## src/hdl/iofo_pkg.sv

```systemverilog
package iofo_pkg;

    // ------------------------------------------------------------------
    // Register indices; byte address is four times the index
    // ------------------------------------------------------------------
    localparam logic [7:0] IOFO_IDX_PO_ENABLE = 8'h28;
    localparam logic [7:0] IOFO_IDX_PO_LEVEL = 8'h2a;
    localparam logic [7:0] IOFO_IDX_LI_ENABLE = 8'h2c;
    localparam logic [7:0] IOFO_IDX_LI_LEVEL = 8'h30;
    localparam logic [7:0] IOFO_IDX_PO_STATUS = 8'h60;
    localparam logic [7:0] IOFO_IDX_LI_STATUS = 8'h64;
    localparam logic [7:0] IOFO_IDX_SUMMARY = 8'h68;

    localparam int IOFO_ADDR_W = 12;

    // ------------------------------------------------------------------
    // Widths and field positions
    // ------------------------------------------------------------------
    localparam int IOFO_PO_W = 16;
    localparam int IOFO_LI_W = 32;
    localparam int IOFO_PO_TRIP_BIT = 0;
    localparam int IOFO_PO_CLOSE_BIT = 1;
    localparam int IOFO_PO_OUT_FIRST_BIT = 2;
    localparam int IOFO_PO_OUT_LAST_BIT = 7;
    localparam int IOFO_PO_RSVD_LO_BIT = 8;
    localparam int IOFO_PO_RSVD_HI_BIT = 9;
    localparam int IOFO_PO_SPARE_FIRST_BIT = 10;
    localparam int IOFO_PO_SPARE_LAST_BIT = 15;
    localparam int IOFO_SUM_PO_ANY_BIT = 0;
    localparam int IOFO_SUM_LI_ANY_BIT = 1;

    // Reserved bits 8 and 9 hold no enable or level state and read zero in those words
    localparam logic [15:0] IOFO_PO_WMASK = 16'hfcff;

    // ------------------------------------------------------------------
    // Values after reset: nothing forced
    // ------------------------------------------------------------------
    localparam logic [15:0] IOFO_PO_RESET = 16'h0000;
    localparam logic [31:0] IOFO_LI_RESET = 32'h0000_0000;

endpackage : iofo_pkg

```

## src/hdl/iofo_top.sv

```systemverilog
// The APB interface to the registers was decided locally.
`timescale 1ns/100ps

module iofo_top
    import iofo_pkg::*;
#(
    parameter int PO_W = IOFO_PO_W,
    parameter int LI_W = IOFO_LI_W
) (
    input wire logic mclk,
    input wire logic resetn,
    // APB slave
    input wire logic psel,
    input wire logic penable,
    input wire logic pwrite,
    input wire logic [IOFO_ADDR_W-1:0] paddr,
    input wire logic [31:0] pwdata,
    input wire logic [3:0] pstrb,
    output logic pready,
    output logic [31:0] prdata,
    output logic pslverr,
    // Ordinary sources
    input wire logic [PO_W-1:0] phys_out_normal,
    input wire logic [LI_W-1:0] logic_in_normal,
    // Effective values
    output logic [PO_W-1:0] phys_out,
    output logic [LI_W-1:0] logic_in,
    output logic phys_trip_out,
    output logic phys_output_one,
    output logic phys_output_six,
    output logic forced_logic_input_first,
    output logic forced_logic_input_last,
    output logic override_active
);

    // ------------------------------------------------------------------
    // Address decode
    // ------------------------------------------------------------------
    localparam logic [IOFO_ADDR_W-1:0] A_PO_EN =
        IOFO_ADDR_W'({IOFO_IDX_PO_ENABLE, 2'b00});
    localparam logic [IOFO_ADDR_W-1:0] A_PO_LV =
        IOFO_ADDR_W'({IOFO_IDX_PO_LEVEL, 2'b00});
    localparam logic [IOFO_ADDR_W-1:0] A_LI_EN =
        IOFO_ADDR_W'({IOFO_IDX_LI_ENABLE, 2'b00});
    localparam logic [IOFO_ADDR_W-1:0] A_LI_LV =
        IOFO_ADDR_W'({IOFO_IDX_LI_LEVEL, 2'b00});
    localparam logic [IOFO_ADDR_W-1:0] A_PO_ST =
        IOFO_ADDR_W'({IOFO_IDX_PO_STATUS, 2'b00});
    localparam logic [IOFO_ADDR_W-1:0] A_LI_ST =
        IOFO_ADDR_W'({IOFO_IDX_LI_STATUS, 2'b00});
    localparam logic [IOFO_ADDR_W-1:0] A_SUM =
        IOFO_ADDR_W'({IOFO_IDX_SUMMARY, 2'b00});

    logic setup;
    logic access;
    logic sel_po_en;
    logic sel_po_lv;
    logic sel_li_en;
    logic sel_li_lv;
    logic sel_po_st;
    logic sel_li_st;
    logic sel_sum;
    logic mapped;
    logic writable;

    always_comb begin
        setup = psel && !penable;
        access = psel && penable;
        sel_po_en = (paddr == A_PO_EN);
        sel_po_lv = (paddr == A_PO_LV);
        sel_li_en = (paddr == A_LI_EN);
        sel_li_lv = (paddr == A_LI_LV);
        sel_po_st = (paddr == A_PO_ST);
        sel_li_st = (paddr == A_LI_ST);
        sel_sum = (paddr == A_SUM);
        writable = sel_po_en || sel_po_lv || sel_li_en || sel_li_lv;
        mapped = writable || sel_po_st || sel_li_st || sel_sum;
    end

    // Zero wait states: read data is captured in the setup cycle
    always_comb begin
        pready = access;
    end

    // ------------------------------------------------------------------
    // Byte-lane merge
    // ------------------------------------------------------------------
    function automatic logic [31:0] iofo_merge(
        input logic [31:0] old_val,
        input logic [31:0] new_val,
        input logic [3:0] strb
    );
        logic [31:0] res;
        res = old_val;
        for (int b = 0; b < 4; b++) begin
            if (strb[b]) begin
                res[8*b +: 8] = new_val[8*b +: 8];
            end
        end
        return res;
    endfunction : iofo_merge

    // ------------------------------------------------------------------
    // Mask registers
    // ------------------------------------------------------------------
    logic [PO_W-1:0] po_enable_q;
    logic [PO_W-1:0] po_enable_d;
    logic [PO_W-1:0] po_level_q;
    logic [PO_W-1:0] po_level_d;
    logic [LI_W-1:0] li_enable_q;
    logic [LI_W-1:0] li_enable_d;
    logic [LI_W-1:0] li_level_q;
    logic [LI_W-1:0] li_level_d;
    logic wr_fire;

    always_comb begin
        wr_fire = access && pwrite && pready;
        po_enable_d = po_enable_q;
        po_level_d = po_level_q;
        li_enable_d = li_enable_q;
        li_level_d = li_level_q;
        if (wr_fire && sel_po_en) begin
            po_enable_d = PO_W'(iofo_merge(32'(po_enable_q), pwdata, pstrb))
                          & PO_W'(IOFO_PO_WMASK);
        end
        if (wr_fire && sel_po_lv) begin
            po_level_d = PO_W'(iofo_merge(32'(po_level_q), pwdata, pstrb))
                         & PO_W'(IOFO_PO_WMASK);
        end
        if (wr_fire && sel_li_en) begin
            li_enable_d = LI_W'(iofo_merge(32'(li_enable_q), pwdata,
                                           pstrb));
        end
        if (wr_fire && sel_li_lv) begin
            li_level_d = LI_W'(iofo_merge(32'(li_level_q), pwdata,
                                          pstrb));
        end
    end

    always_ff @(posedge mclk) begin
        if (!resetn) begin
            po_enable_q <= PO_W'(IOFO_PO_RESET);
            po_level_q <= PO_W'(IOFO_PO_RESET);
            li_enable_q <= LI_W'(IOFO_LI_RESET);
            li_level_q <= LI_W'(IOFO_LI_RESET);
        end else begin
            po_enable_q <= po_enable_d;
            po_level_q <= po_level_d;
            li_enable_q <= li_enable_d;
            li_level_q <= li_level_d;
        end
    end

    // ------------------------------------------------------------------
    // Override muxes
    // ------------------------------------------------------------------
    // Physical outputs: 1 in level word asserts, 0 de-asserts
    iofo_force_mux #(
        .WIDTH(PO_W)
    ) u_po_mux (
        .mclk(mclk),
        .resetn(resetn),
        .normal_value(phys_out_normal),
        .override_enable(po_enable_q),
        .forced_level(po_level_q),
        .effective_q(phys_out)
    );

    // Logical inputs: 1 reads set or closed, 0 reset or open
    iofo_force_mux #(
        .WIDTH(LI_W)
    ) u_li_mux (
        .mclk(mclk),
        .resetn(resetn),
        .normal_value(logic_in_normal),
        .override_enable(li_enable_q),
        .forced_level(li_level_q),
        .effective_q(logic_in)
    );

    // ------------------------------------------------------------------
    // Named taps
    // ------------------------------------------------------------------
    always_comb begin
        phys_trip_out = phys_out[IOFO_PO_TRIP_BIT];
        phys_output_one = phys_out[IOFO_PO_OUT_FIRST_BIT];
        phys_output_six = phys_out[IOFO_PO_OUT_LAST_BIT];
        forced_logic_input_first = logic_in[0];
        forced_logic_input_last = logic_in[LI_W-1];
    end

    // ------------------------------------------------------------------
    // Summary flags
    // ------------------------------------------------------------------
    logic po_any_q;
    logic po_any_d;
    logic li_any_q;
    logic li_any_d;

    always_comb begin
        po_any_d = |po_enable_q;
        li_any_d = |li_enable_q;
    end

    always_ff @(posedge mclk) begin
        if (!resetn) begin
            po_any_q <= 1'b0;
            li_any_q <= 1'b0;
        end else begin
            po_any_q <= po_any_d;
            li_any_q <= li_any_d;
        end
    end

    always_comb begin
        override_active = po_any_q || li_any_q;
    end

    // ------------------------------------------------------------------
    // Read data and error response
    // ------------------------------------------------------------------
    logic [31:0] prdata_q;
    logic [31:0] prdata_d;
    logic pslverr_q;
    logic pslverr_d;

    always_comb begin
        prdata_d = prdata_q;
        pslverr_d = pslverr_q;
        if (setup) begin
            prdata_d = 32'h0000_0000;
            // Unmapped access, or a write to a status or summary word, errors
            pslverr_d = !mapped || (pwrite && !writable);
            if (!pwrite) begin
                unique case (1'b1)
                    sel_po_en: prdata_d = 32'(po_enable_q);
                    sel_po_lv: prdata_d = 32'(po_level_q);
                    sel_li_en: prdata_d = 32'(li_enable_q);
                    sel_li_lv: prdata_d = 32'(li_level_q);
                    sel_po_st: prdata_d = 32'(phys_out);
                    sel_li_st: prdata_d = 32'(logic_in);
                    sel_sum: begin
                        prdata_d[IOFO_SUM_PO_ANY_BIT] = po_any_q;
                        prdata_d[IOFO_SUM_LI_ANY_BIT] = li_any_q;
                    end
                    default: prdata_d = 32'h0000_0000;
                endcase
            end
        end
    end

    always_ff @(posedge mclk) begin
        if (!resetn) begin
            prdata_q <= 32'h0000_0000;
            pslverr_q <= 1'b0;
        end else begin
            prdata_q <= prdata_d;
            pslverr_q <= pslverr_d;
        end
    end

    always_comb begin
        prdata = prdata_q;
        pslverr = pslverr_q && access;
    end

endmodule : iofo_top

```

## src/hdl/iofo_force_mux.sv

```systemverilog
`timescale 1ns/100ps

module iofo_force_mux #(
    parameter int WIDTH = 16
) (
    input wire logic mclk,
    input wire logic resetn,
    input wire logic [WIDTH-1:0] normal_value,
    input wire logic [WIDTH-1:0] override_enable,
    input wire logic [WIDTH-1:0] forced_level,
    output logic [WIDTH-1:0] effective_q
);

    logic [WIDTH-1:0] effective_d;

    // ------------------------------------------------------------------
    // Per-bit selection
    // ------------------------------------------------------------------
    for (genvar i = 0; i < WIDTH; i++) begin : g_bit
        // Clear enable passes the ordinary value; set enable forces it
        always_comb begin
            effective_d[i] = override_enable[i] ? forced_level[i]
                                                : normal_value[i];
        end
    end

    // Registered so the pin never glitches while a mask word is rewritten
    always_ff @(posedge mclk) begin
        if (!resetn) begin
            effective_q <= '0;
        end else begin
            effective_q <= effective_d;
        end
    end

endmodule : iofo_force_mux

```

## config.mk

```make
export PLATFORM = sky130hd
export DESIGN_NAME = iofo_top
export DESIGN_NICKNAME = d
export VERILOG_FILES = /design/src/hdl/iofo_pkg.sv /design/src/hdl/iofo_top.sv /design/src/hdl/iofo_force_mux.sv
export SDC_FILE = /design/constraint.sdc
export NUM_CORES = 1
export LEC_CHECK = 0
export ABC_AREA = 1
export BUFFER_PORTS_ARGS = -buffer_cell sky130_fd_sc_hd__buf_4
export CORE_MARGIN = 5
export CORE_UTILIZATION = 40
export DETAILED_ROUTE_END_ITERATION = 6
export PLACE_DENSITY = 0.65
export SKIP_CTS_REPAIR_TIMING = 1
export SLEW_MARGIN = 5
export SYNTH_ARGS = -nofsm -noshare
export SYNTH_HDL_FRONTEND = slang
export SYNTH_SLANG_ARGS = --single-unit
export TNS_END_PERCENT = 100
```

## constraint.sdc

```tcl
create_clock -name mclk -period 1.3 [get_ports mclk]
set_input_delay 0.13 -clock mclk [delete_from_list [all_inputs] [get_ports mclk]]
set_output_delay 0.13 -clock mclk [all_outputs]
set_load 0.005 [all_outputs]
```

==> reports/results.ini, run 1 <==
[status]
result_of_the_run=finished with violations
failing_checks=negative hold slack

[setup_path]
worst_path_max_stage_delay_ns=0.32
r2r.worst_path.cells=5
critical_path_arrival_ns=1.14
crit-reg2reg-launch=li_enable_q[20]
path_cells=or2_4 > buf_4
startpoint_type=register
r2r-end=li_any_q
critical-path-slowest-cell=sky130_fd_sc_hd__dfxtp_2
cp_data_required_time_ns=1.17
cp-end-kind=output port
setup_crit_path_kind=reg2out
critical_path_peak_fanout=2
r2r_setup_slack_ns=0.09

[logic_synthesis]
syn-cell-area_mm2=0.00761
syn-instance-count=1050
syn-mean-instance-area_um2=7.25
post_synth_mux_area_share=0
fraction_of_the_mapped_netlist_area_in_compound_gates=0.188
ys_ff_latch=175
synth.net_count=1151
synth_warnings=0
netlist-cell-type-count=30
post_synth_and_or_nand_nor_area_fraction=0.255
synthesized_area_fraction_occupied_by_xor_and_xnor_cells=0
synth-seq-area-share=0.460
yosys.area_share.adder=0
synth_top_family_by_area=simple AND/OR/NAND/NOR gates

[final_layout]
fill_cell_total_of_the_finished_layout=1723
count_of_antenna_diodes_in_the_layout=0
final_cell_count_no_fill=1577
post_route_cells_drive_above_1_share=0.262
synthToLayoutAreaGrowth_pct=44.7
post-route-cell-area_mm2=0.0110
mostFrequentLayoutCell=sky130_fd_sc_hd__buf_4
mostFrequentLayoutCells=253 x sky130_fd_sc_hd__buf_4, 237 x sky130_fd_sc_hd__nand2_1, 174 x sky130_fd_sc_hd__dfxtp_1, 156 x sky130_fd_sc_hd__a21oi_1, 98 x sky130_fd_sc_hd__o21ai_0
finalNetCount=1431

[placed_design]
gpl.final_weighted_congestion=0.825
placed_area_mm2=0.00979
port_buffers=188
hpwl_mm=17.9
place.detailed.instances=1496

[power_and_ir_drop]
vdd_ir_max_mv=0.827
pwr_density_cell_mw_per_mm2=1110
leakagePower_nw=4.77
total_power_w=0.0122

[route]
final_antenna_net_count=0
drt_pre_antenna_iters=6
drt_drc_violations_left=0
dr.first_iter.drc_count=562
post_dr_wirelength_cell_um=16.1
detailroute.via_count=7924
wire_length_reported_by_the_detailed_router_mm=25.4
detail_route.vias_per_cell=5.02

[job]
max_cap_violations=0

[floorplanning]
core_area_mm2=0.0187
die_w_um=148
die_height_um=148
boundaryPins=189
design.die.area_mm2=0.0219
rows=50
floorplan.initialDensity=0.407

[timing]
final-hold-violation-count=24
hold_worst_slack_ns=-0.0342
maxSlewViolCount=0
timing.max_slew.rel_slack=0.724
rsz_0062_raised_after_global_routing=yes
maxClockFrequency_ghz=0.790
worst_clock_skew_ns=0.00796
period_share=0.973
fin_setup_tns_ns=0
fin_crit_ns=1.27
setup_violations=0
max_slew.worst_pin.slew_ns=0.414

[min_path]
worst_hold_path.num_cells=3
holdPathEnd=u_po_mux.effective_q[6]
hp-class=in2reg
hp-start=phys_out_normal[6]

[global_routing]
met2_capacity_usage_during_global_routing=0.348
globalRoute.totalOverflow=0
antenna_violations_before_repair=0
global_route.usage.total=0.220
grt_pass1_wl_mm=38.2
grt_util_met1=0.302
groute.layer.met3.usage=0.0426
grt_start_max_net_pins=64
busiest_layer=met2
number_of_global_route_vias_before_repair=7267

[clock_network]
max-clock-path-buffers=2
cts-buffers-inserted=17
tritoncts_sinks=175
clkSlewWorstSetupHoldPaths_ns=0.07
cts_tree=done
cts_root_buf=sky130_fd_sc_hd__clkbuf_16
htree_num_levels=4
worstSkewPairLatency_ns=0.43

## routing by layer
metal | routed length, um | part of all wire | vias up
met2 | 11800 | 0.46 | 267
met4 | 594 | 0.023 | 0
met3 | 1590 | 0.063 | 38
met1 | 11500 | 0.45 | 3600
met5 | 0 | 0 | -
li1 | - | - | 4019
## metrics by stage
stage	hold slack [ns]	util	setup slack, ns
6_report	-0.0342	0.589	0.0349
3_3_place_gp	0.312	0.523	-0.277
3_5_place_dp	0.318	0.523	-0.334
2_1_floorplan	0.228	-	0.000280
4_1_cts	-0.133	0.559	-0.0370
5_1_grt	-0.00297	0.589	-0.0573
## registers in the layout, indices dropped and copies added, names as in the netlist
name and flops:
po_any_q 1, prdata 32, pslverr_q 1, li_enable_q 32
u_po_mux.effective_q 16, u_li_mux.effective_q 32, po_level_q 14, li_any_q 1
po_enable_q 14, li_level_q 32
## where the power goes
group / leakage (nW) / switching (W) / internal (W)
Clock: 0.313 / 0.00222 / 0.00353
Combinational: 3.03 / 0.000434 / 0.000507
Sequential: 1.42 / 0.0000590 / 0.00544
## cell usage after synthesis, drive strengths merged
cell | count | area share
a211oi | 14 | 0.014
a21oi | 156 | 0.10
a31oi | 1 | 0.00082
and2 | 1 | 0.00082
buf | 34 | 0.033
clkbuf | 23 | 0.012
clkinv | 4 | 0.0023
dfxtp | 175 | 0.46
inv | 102 | 0.050
nand2 | 251 | 0.13
nand3 | 99 | 0.066
nand4 | 5 | 0.0041
nor2 | 65 | 0.042
nor3 | 1 | 0.00066
nor4 | 10 | 0.0082
o21ai | 108 | 0.071
or2 | 1 | 0.00082
## worst max-delay path: cells and delay by family (launching register included)
family | cells | cell delay (ns)
DFF | 1 | 0.32
and+or+nand+nor | 1 | 0.25
buffers and inverters | 1 | 0.14
## area by class of cell
cell class	instances	area [um^2]	area share
timing repair buffer	318	2740	0.249
sequential	175	3500	0.318
tap	234	293	0.0266
multi-input combinational	712	3410	0.310
clock buffer	20	457	0.0415
inverter	106	400	0.0364
clock inverter	12	204	0.0185
## how the worst max path moves through the flow
stage,endpoint,slack [ns],from
after detailed placement,li_level_q[9],-0.33,paddr[1]
after global placement,li_level_q[9],-0.28,paddr[1]
final,override_active,0.03,li_any_q
after global routing,li_level_q[11],-0.06,paddr[5]
after CTS,override_active,-0.04,li_any_q
after floorplan,li_enable_q[4],0.0003,paddr[1]
## cells by family after synthesis
| kind of cell | after synthesis |
|---|---|
| and+or+nand+nor | 433 |
| AOI/OAI and AO/OA | 279 |
| DFF | 175 |
| buffers and inverters | 163 |
No activity file was read; power rests on OpenSTA's default activity.
==> inputs of run 2 (changes only) <==
- SETUP_SLACK_MARGIN: not set -> 0.2
==> reports/results.ini, run 2 (same netlist as run 1, synthesis figures left out) <==
[global_routing]
number_of_global_route_vias_before_repair=7296  ; was 7,267
antenna_violations_before_repair=0  ; unchanged
grt_pass1_wl_mm=38.2  ; about the same
globalRoute.totalOverflow=0  ; unchanged
global_route.usage.total=0.217  ; was 0.220
grt_start_max_net_pins=40  ; was 64

[clock_network]
cts_root_buf=sky130_fd_sc_hd__clkbuf_16  ; unchanged
clkSlewWorstSetupHoldPaths_ns=0.07  ; about the same
max-clock-path-buffers=2  ; unchanged
cts_tree=done  ; unchanged
cts-buffers-inserted=17  ; unchanged
worstSkewPairLatency_ns=0.43  ; about the same
tritoncts_sinks=175  ; unchanged
htree_num_levels=4  ; unchanged

[floorplanning]
core_area_mm2=0.0187  ; unchanged
rows=50  ; unchanged
die_height_um=148  ; unchanged
boundaryPins=189  ; unchanged
design.die.area_mm2=0.0219  ; unchanged
floorplan.initialDensity=0.407  ; unchanged
die_w_um=148  ; unchanged

[placed_design]
placed_area_mm2=0.00974  ; was 0.00979 mm^2
gpl.final_weighted_congestion=0.853  ; was 0.825
port_buffers=188  ; unchanged
hpwl_mm=18.0  ; was 17.9 mm

[setup_path]
cp-end-kind=output port  ; unchanged
critical_path_peak_fanout=2  ; unchanged
startpoint_type=register  ; unchanged
setup_crit_path_kind=reg2out  ; unchanged
cp_data_required_time_ns=1.17  ; about the same
critical_path_arrival_ns=1.11  ; was 1.14 ns

[timing]
setup_violations=0  ; unchanged
maxSlewViolCount=0  ; unchanged
hold_worst_slack_ns=-0.0288  ; was -0.0342 ns
maxClockFrequency_ghz=0.808  ; was 0.790 GHz
rsz_0062_raised_after_global_routing=yes  ; unchanged
worst_clock_skew_ns=0.0108  ; was 0.00796 ns
fin_crit_ns=1.24  ; was 1.27 ns
timing.max_slew.rel_slack=0.763  ; was 0.724
period_share=0.952  ; was 0.973
max_slew.worst_pin.slew_ns=0.355  ; was 0.414 ns
final-hold-violation-count=23  ; was 24

[job]
max_cap_violations=0  ; unchanged

[min_path]
hp-class=in2reg  ; unchanged

[status]
result_of_the_run=finished with violations  ; unchanged
failing_checks=negative hold slack  ; unchanged

[final_layout]
post_route_cells_drive_above_1_share=0.324  ; was 0.262
post-route-cell-area_mm2=0.0113  ; was 0.0110 mm^2
mostFrequentLayoutCells=244 x sky130_fd_sc_hd__buf_4, 223 x sky130_fd_sc_hd__nand2_1, 156 x sky130_fd_sc_hd__dfxtp_1, 143 x sky130_fd_sc_hd__a21oi_1, 89 x sky130_fd_sc_hd__nand3_1  ; was 253 x sky130_fd_sc_hd__buf_4, 237 x sky130_fd_sc_hd__nand2_1, 174 x sky130_fd_sc_hd__dfxtp_1, 156 x sky130_fd_sc_hd__a21oi_1, 98 x sky130_fd_sc_hd__o21ai_0
count_of_antenna_diodes_in_the_layout=0  ; unchanged
finalNetCount=1428  ; was 1,431
synthToLayoutAreaGrowth_pct=49.1  ; was 44.7%
mostFrequentLayoutCell=sky130_fd_sc_hd__buf_4  ; unchanged
finish.utilization=0.606  ; was 0.589

[power_and_ir_drop]
pwr_density_cell_mw_per_mm2=1040  ; was 1110 mW/mm^2
leakagePower_nw=4.92  ; was 4.77 nW
vdd_ir_max_mv=0.898  ; was 0.827 mV

[route]
wire_length_reported_by_the_detailed_router_mm=26.0  ; was 25.4 mm
drt_pre_antenna_iters=5  ; was 6
post_dr_wirelength_cell_um=16.5  ; was 16.1 um
detail_route.vias_per_cell=5.09  ; was 5.02
final_antenna_net_count=0  ; unchanged
dr.first_iter.drc_count=590  ; was 562
drt_drc_violations_left=0  ; unchanged
detailroute.via_count=8018  ; was 7,924

run 2: layer usage:
| metal | global-route usage | part of all wire | up-vias |
|---|---|---|---|
| li1 | - | - | 4009 |
| met2 | 0.335 | 0.46 | 308 |
| met5 | 0 | 0 | - |
| met3 | 0.0451 | 0.067 | 23 |
| met1 | 0.311 | 0.46 | 3678 |
| met4 | 0.0596 | 0.011 | 0 |
run 2: path summary, 6_finish.rpt:
path	from	slack, ns	depth (start not counted)	end
min reg2reg	prdata[3]	0.46	2	prdata[3]
max reg2reg	li_enable_q[16]	0.15	5	li_any_q
min	phys_out_normal[14]	-0.03	3	u_po_mux.effective_q[14]
max	po_any_q	0.06	2	override_active
run 2: power by group:
part           internal, W  switching, W
combinational     0.000517      0.000465
clock              0.00310       0.00220
sequential         0.00544     0.0000658
run 2: layout make-up:
cell class / count / area [um^2]
Clock buffer: 20 / 447
Timing Repair Buffer: 314 / 2730
Tap cell: 234 / 293
Inverter: 106 / 438
Fill cell: 1687 / 7360
Timing Repair inverter: 1 / 5.00
Sequential cell: 175 / 3530
Multi-Input combinational cell: 712 / 3740
Clock inverter: 12 / 160
run 2: per-stage QoR:
stage	TNS (ns)	std cells	hold slack [ns]	total power [W]	setup WS (ns)
finish	0	1574	-0.0288	0.0118	0.0629
global route	0	1574	-0.00921	0.0122	0.0286
CTS	-0.0318	1523	-0.128	0.0117	-0.0318
detailed placement	-27.48	1491	0.316	0.00647	-0.363
global placement	-26.64	1491	0.312	0.00646	-0.331
floorplan	0	1050	0.228	0.00588	0.0438
run 2: worst max-delay path, stage by stage, from the launching register on:
cell                      delay [ns]
sky130_fd_sc_hd__dfxtp_2        0.32
sky130_fd_sc_hd__or2_4          0.25
sky130_fd_sc_hd__buf_6          0.12
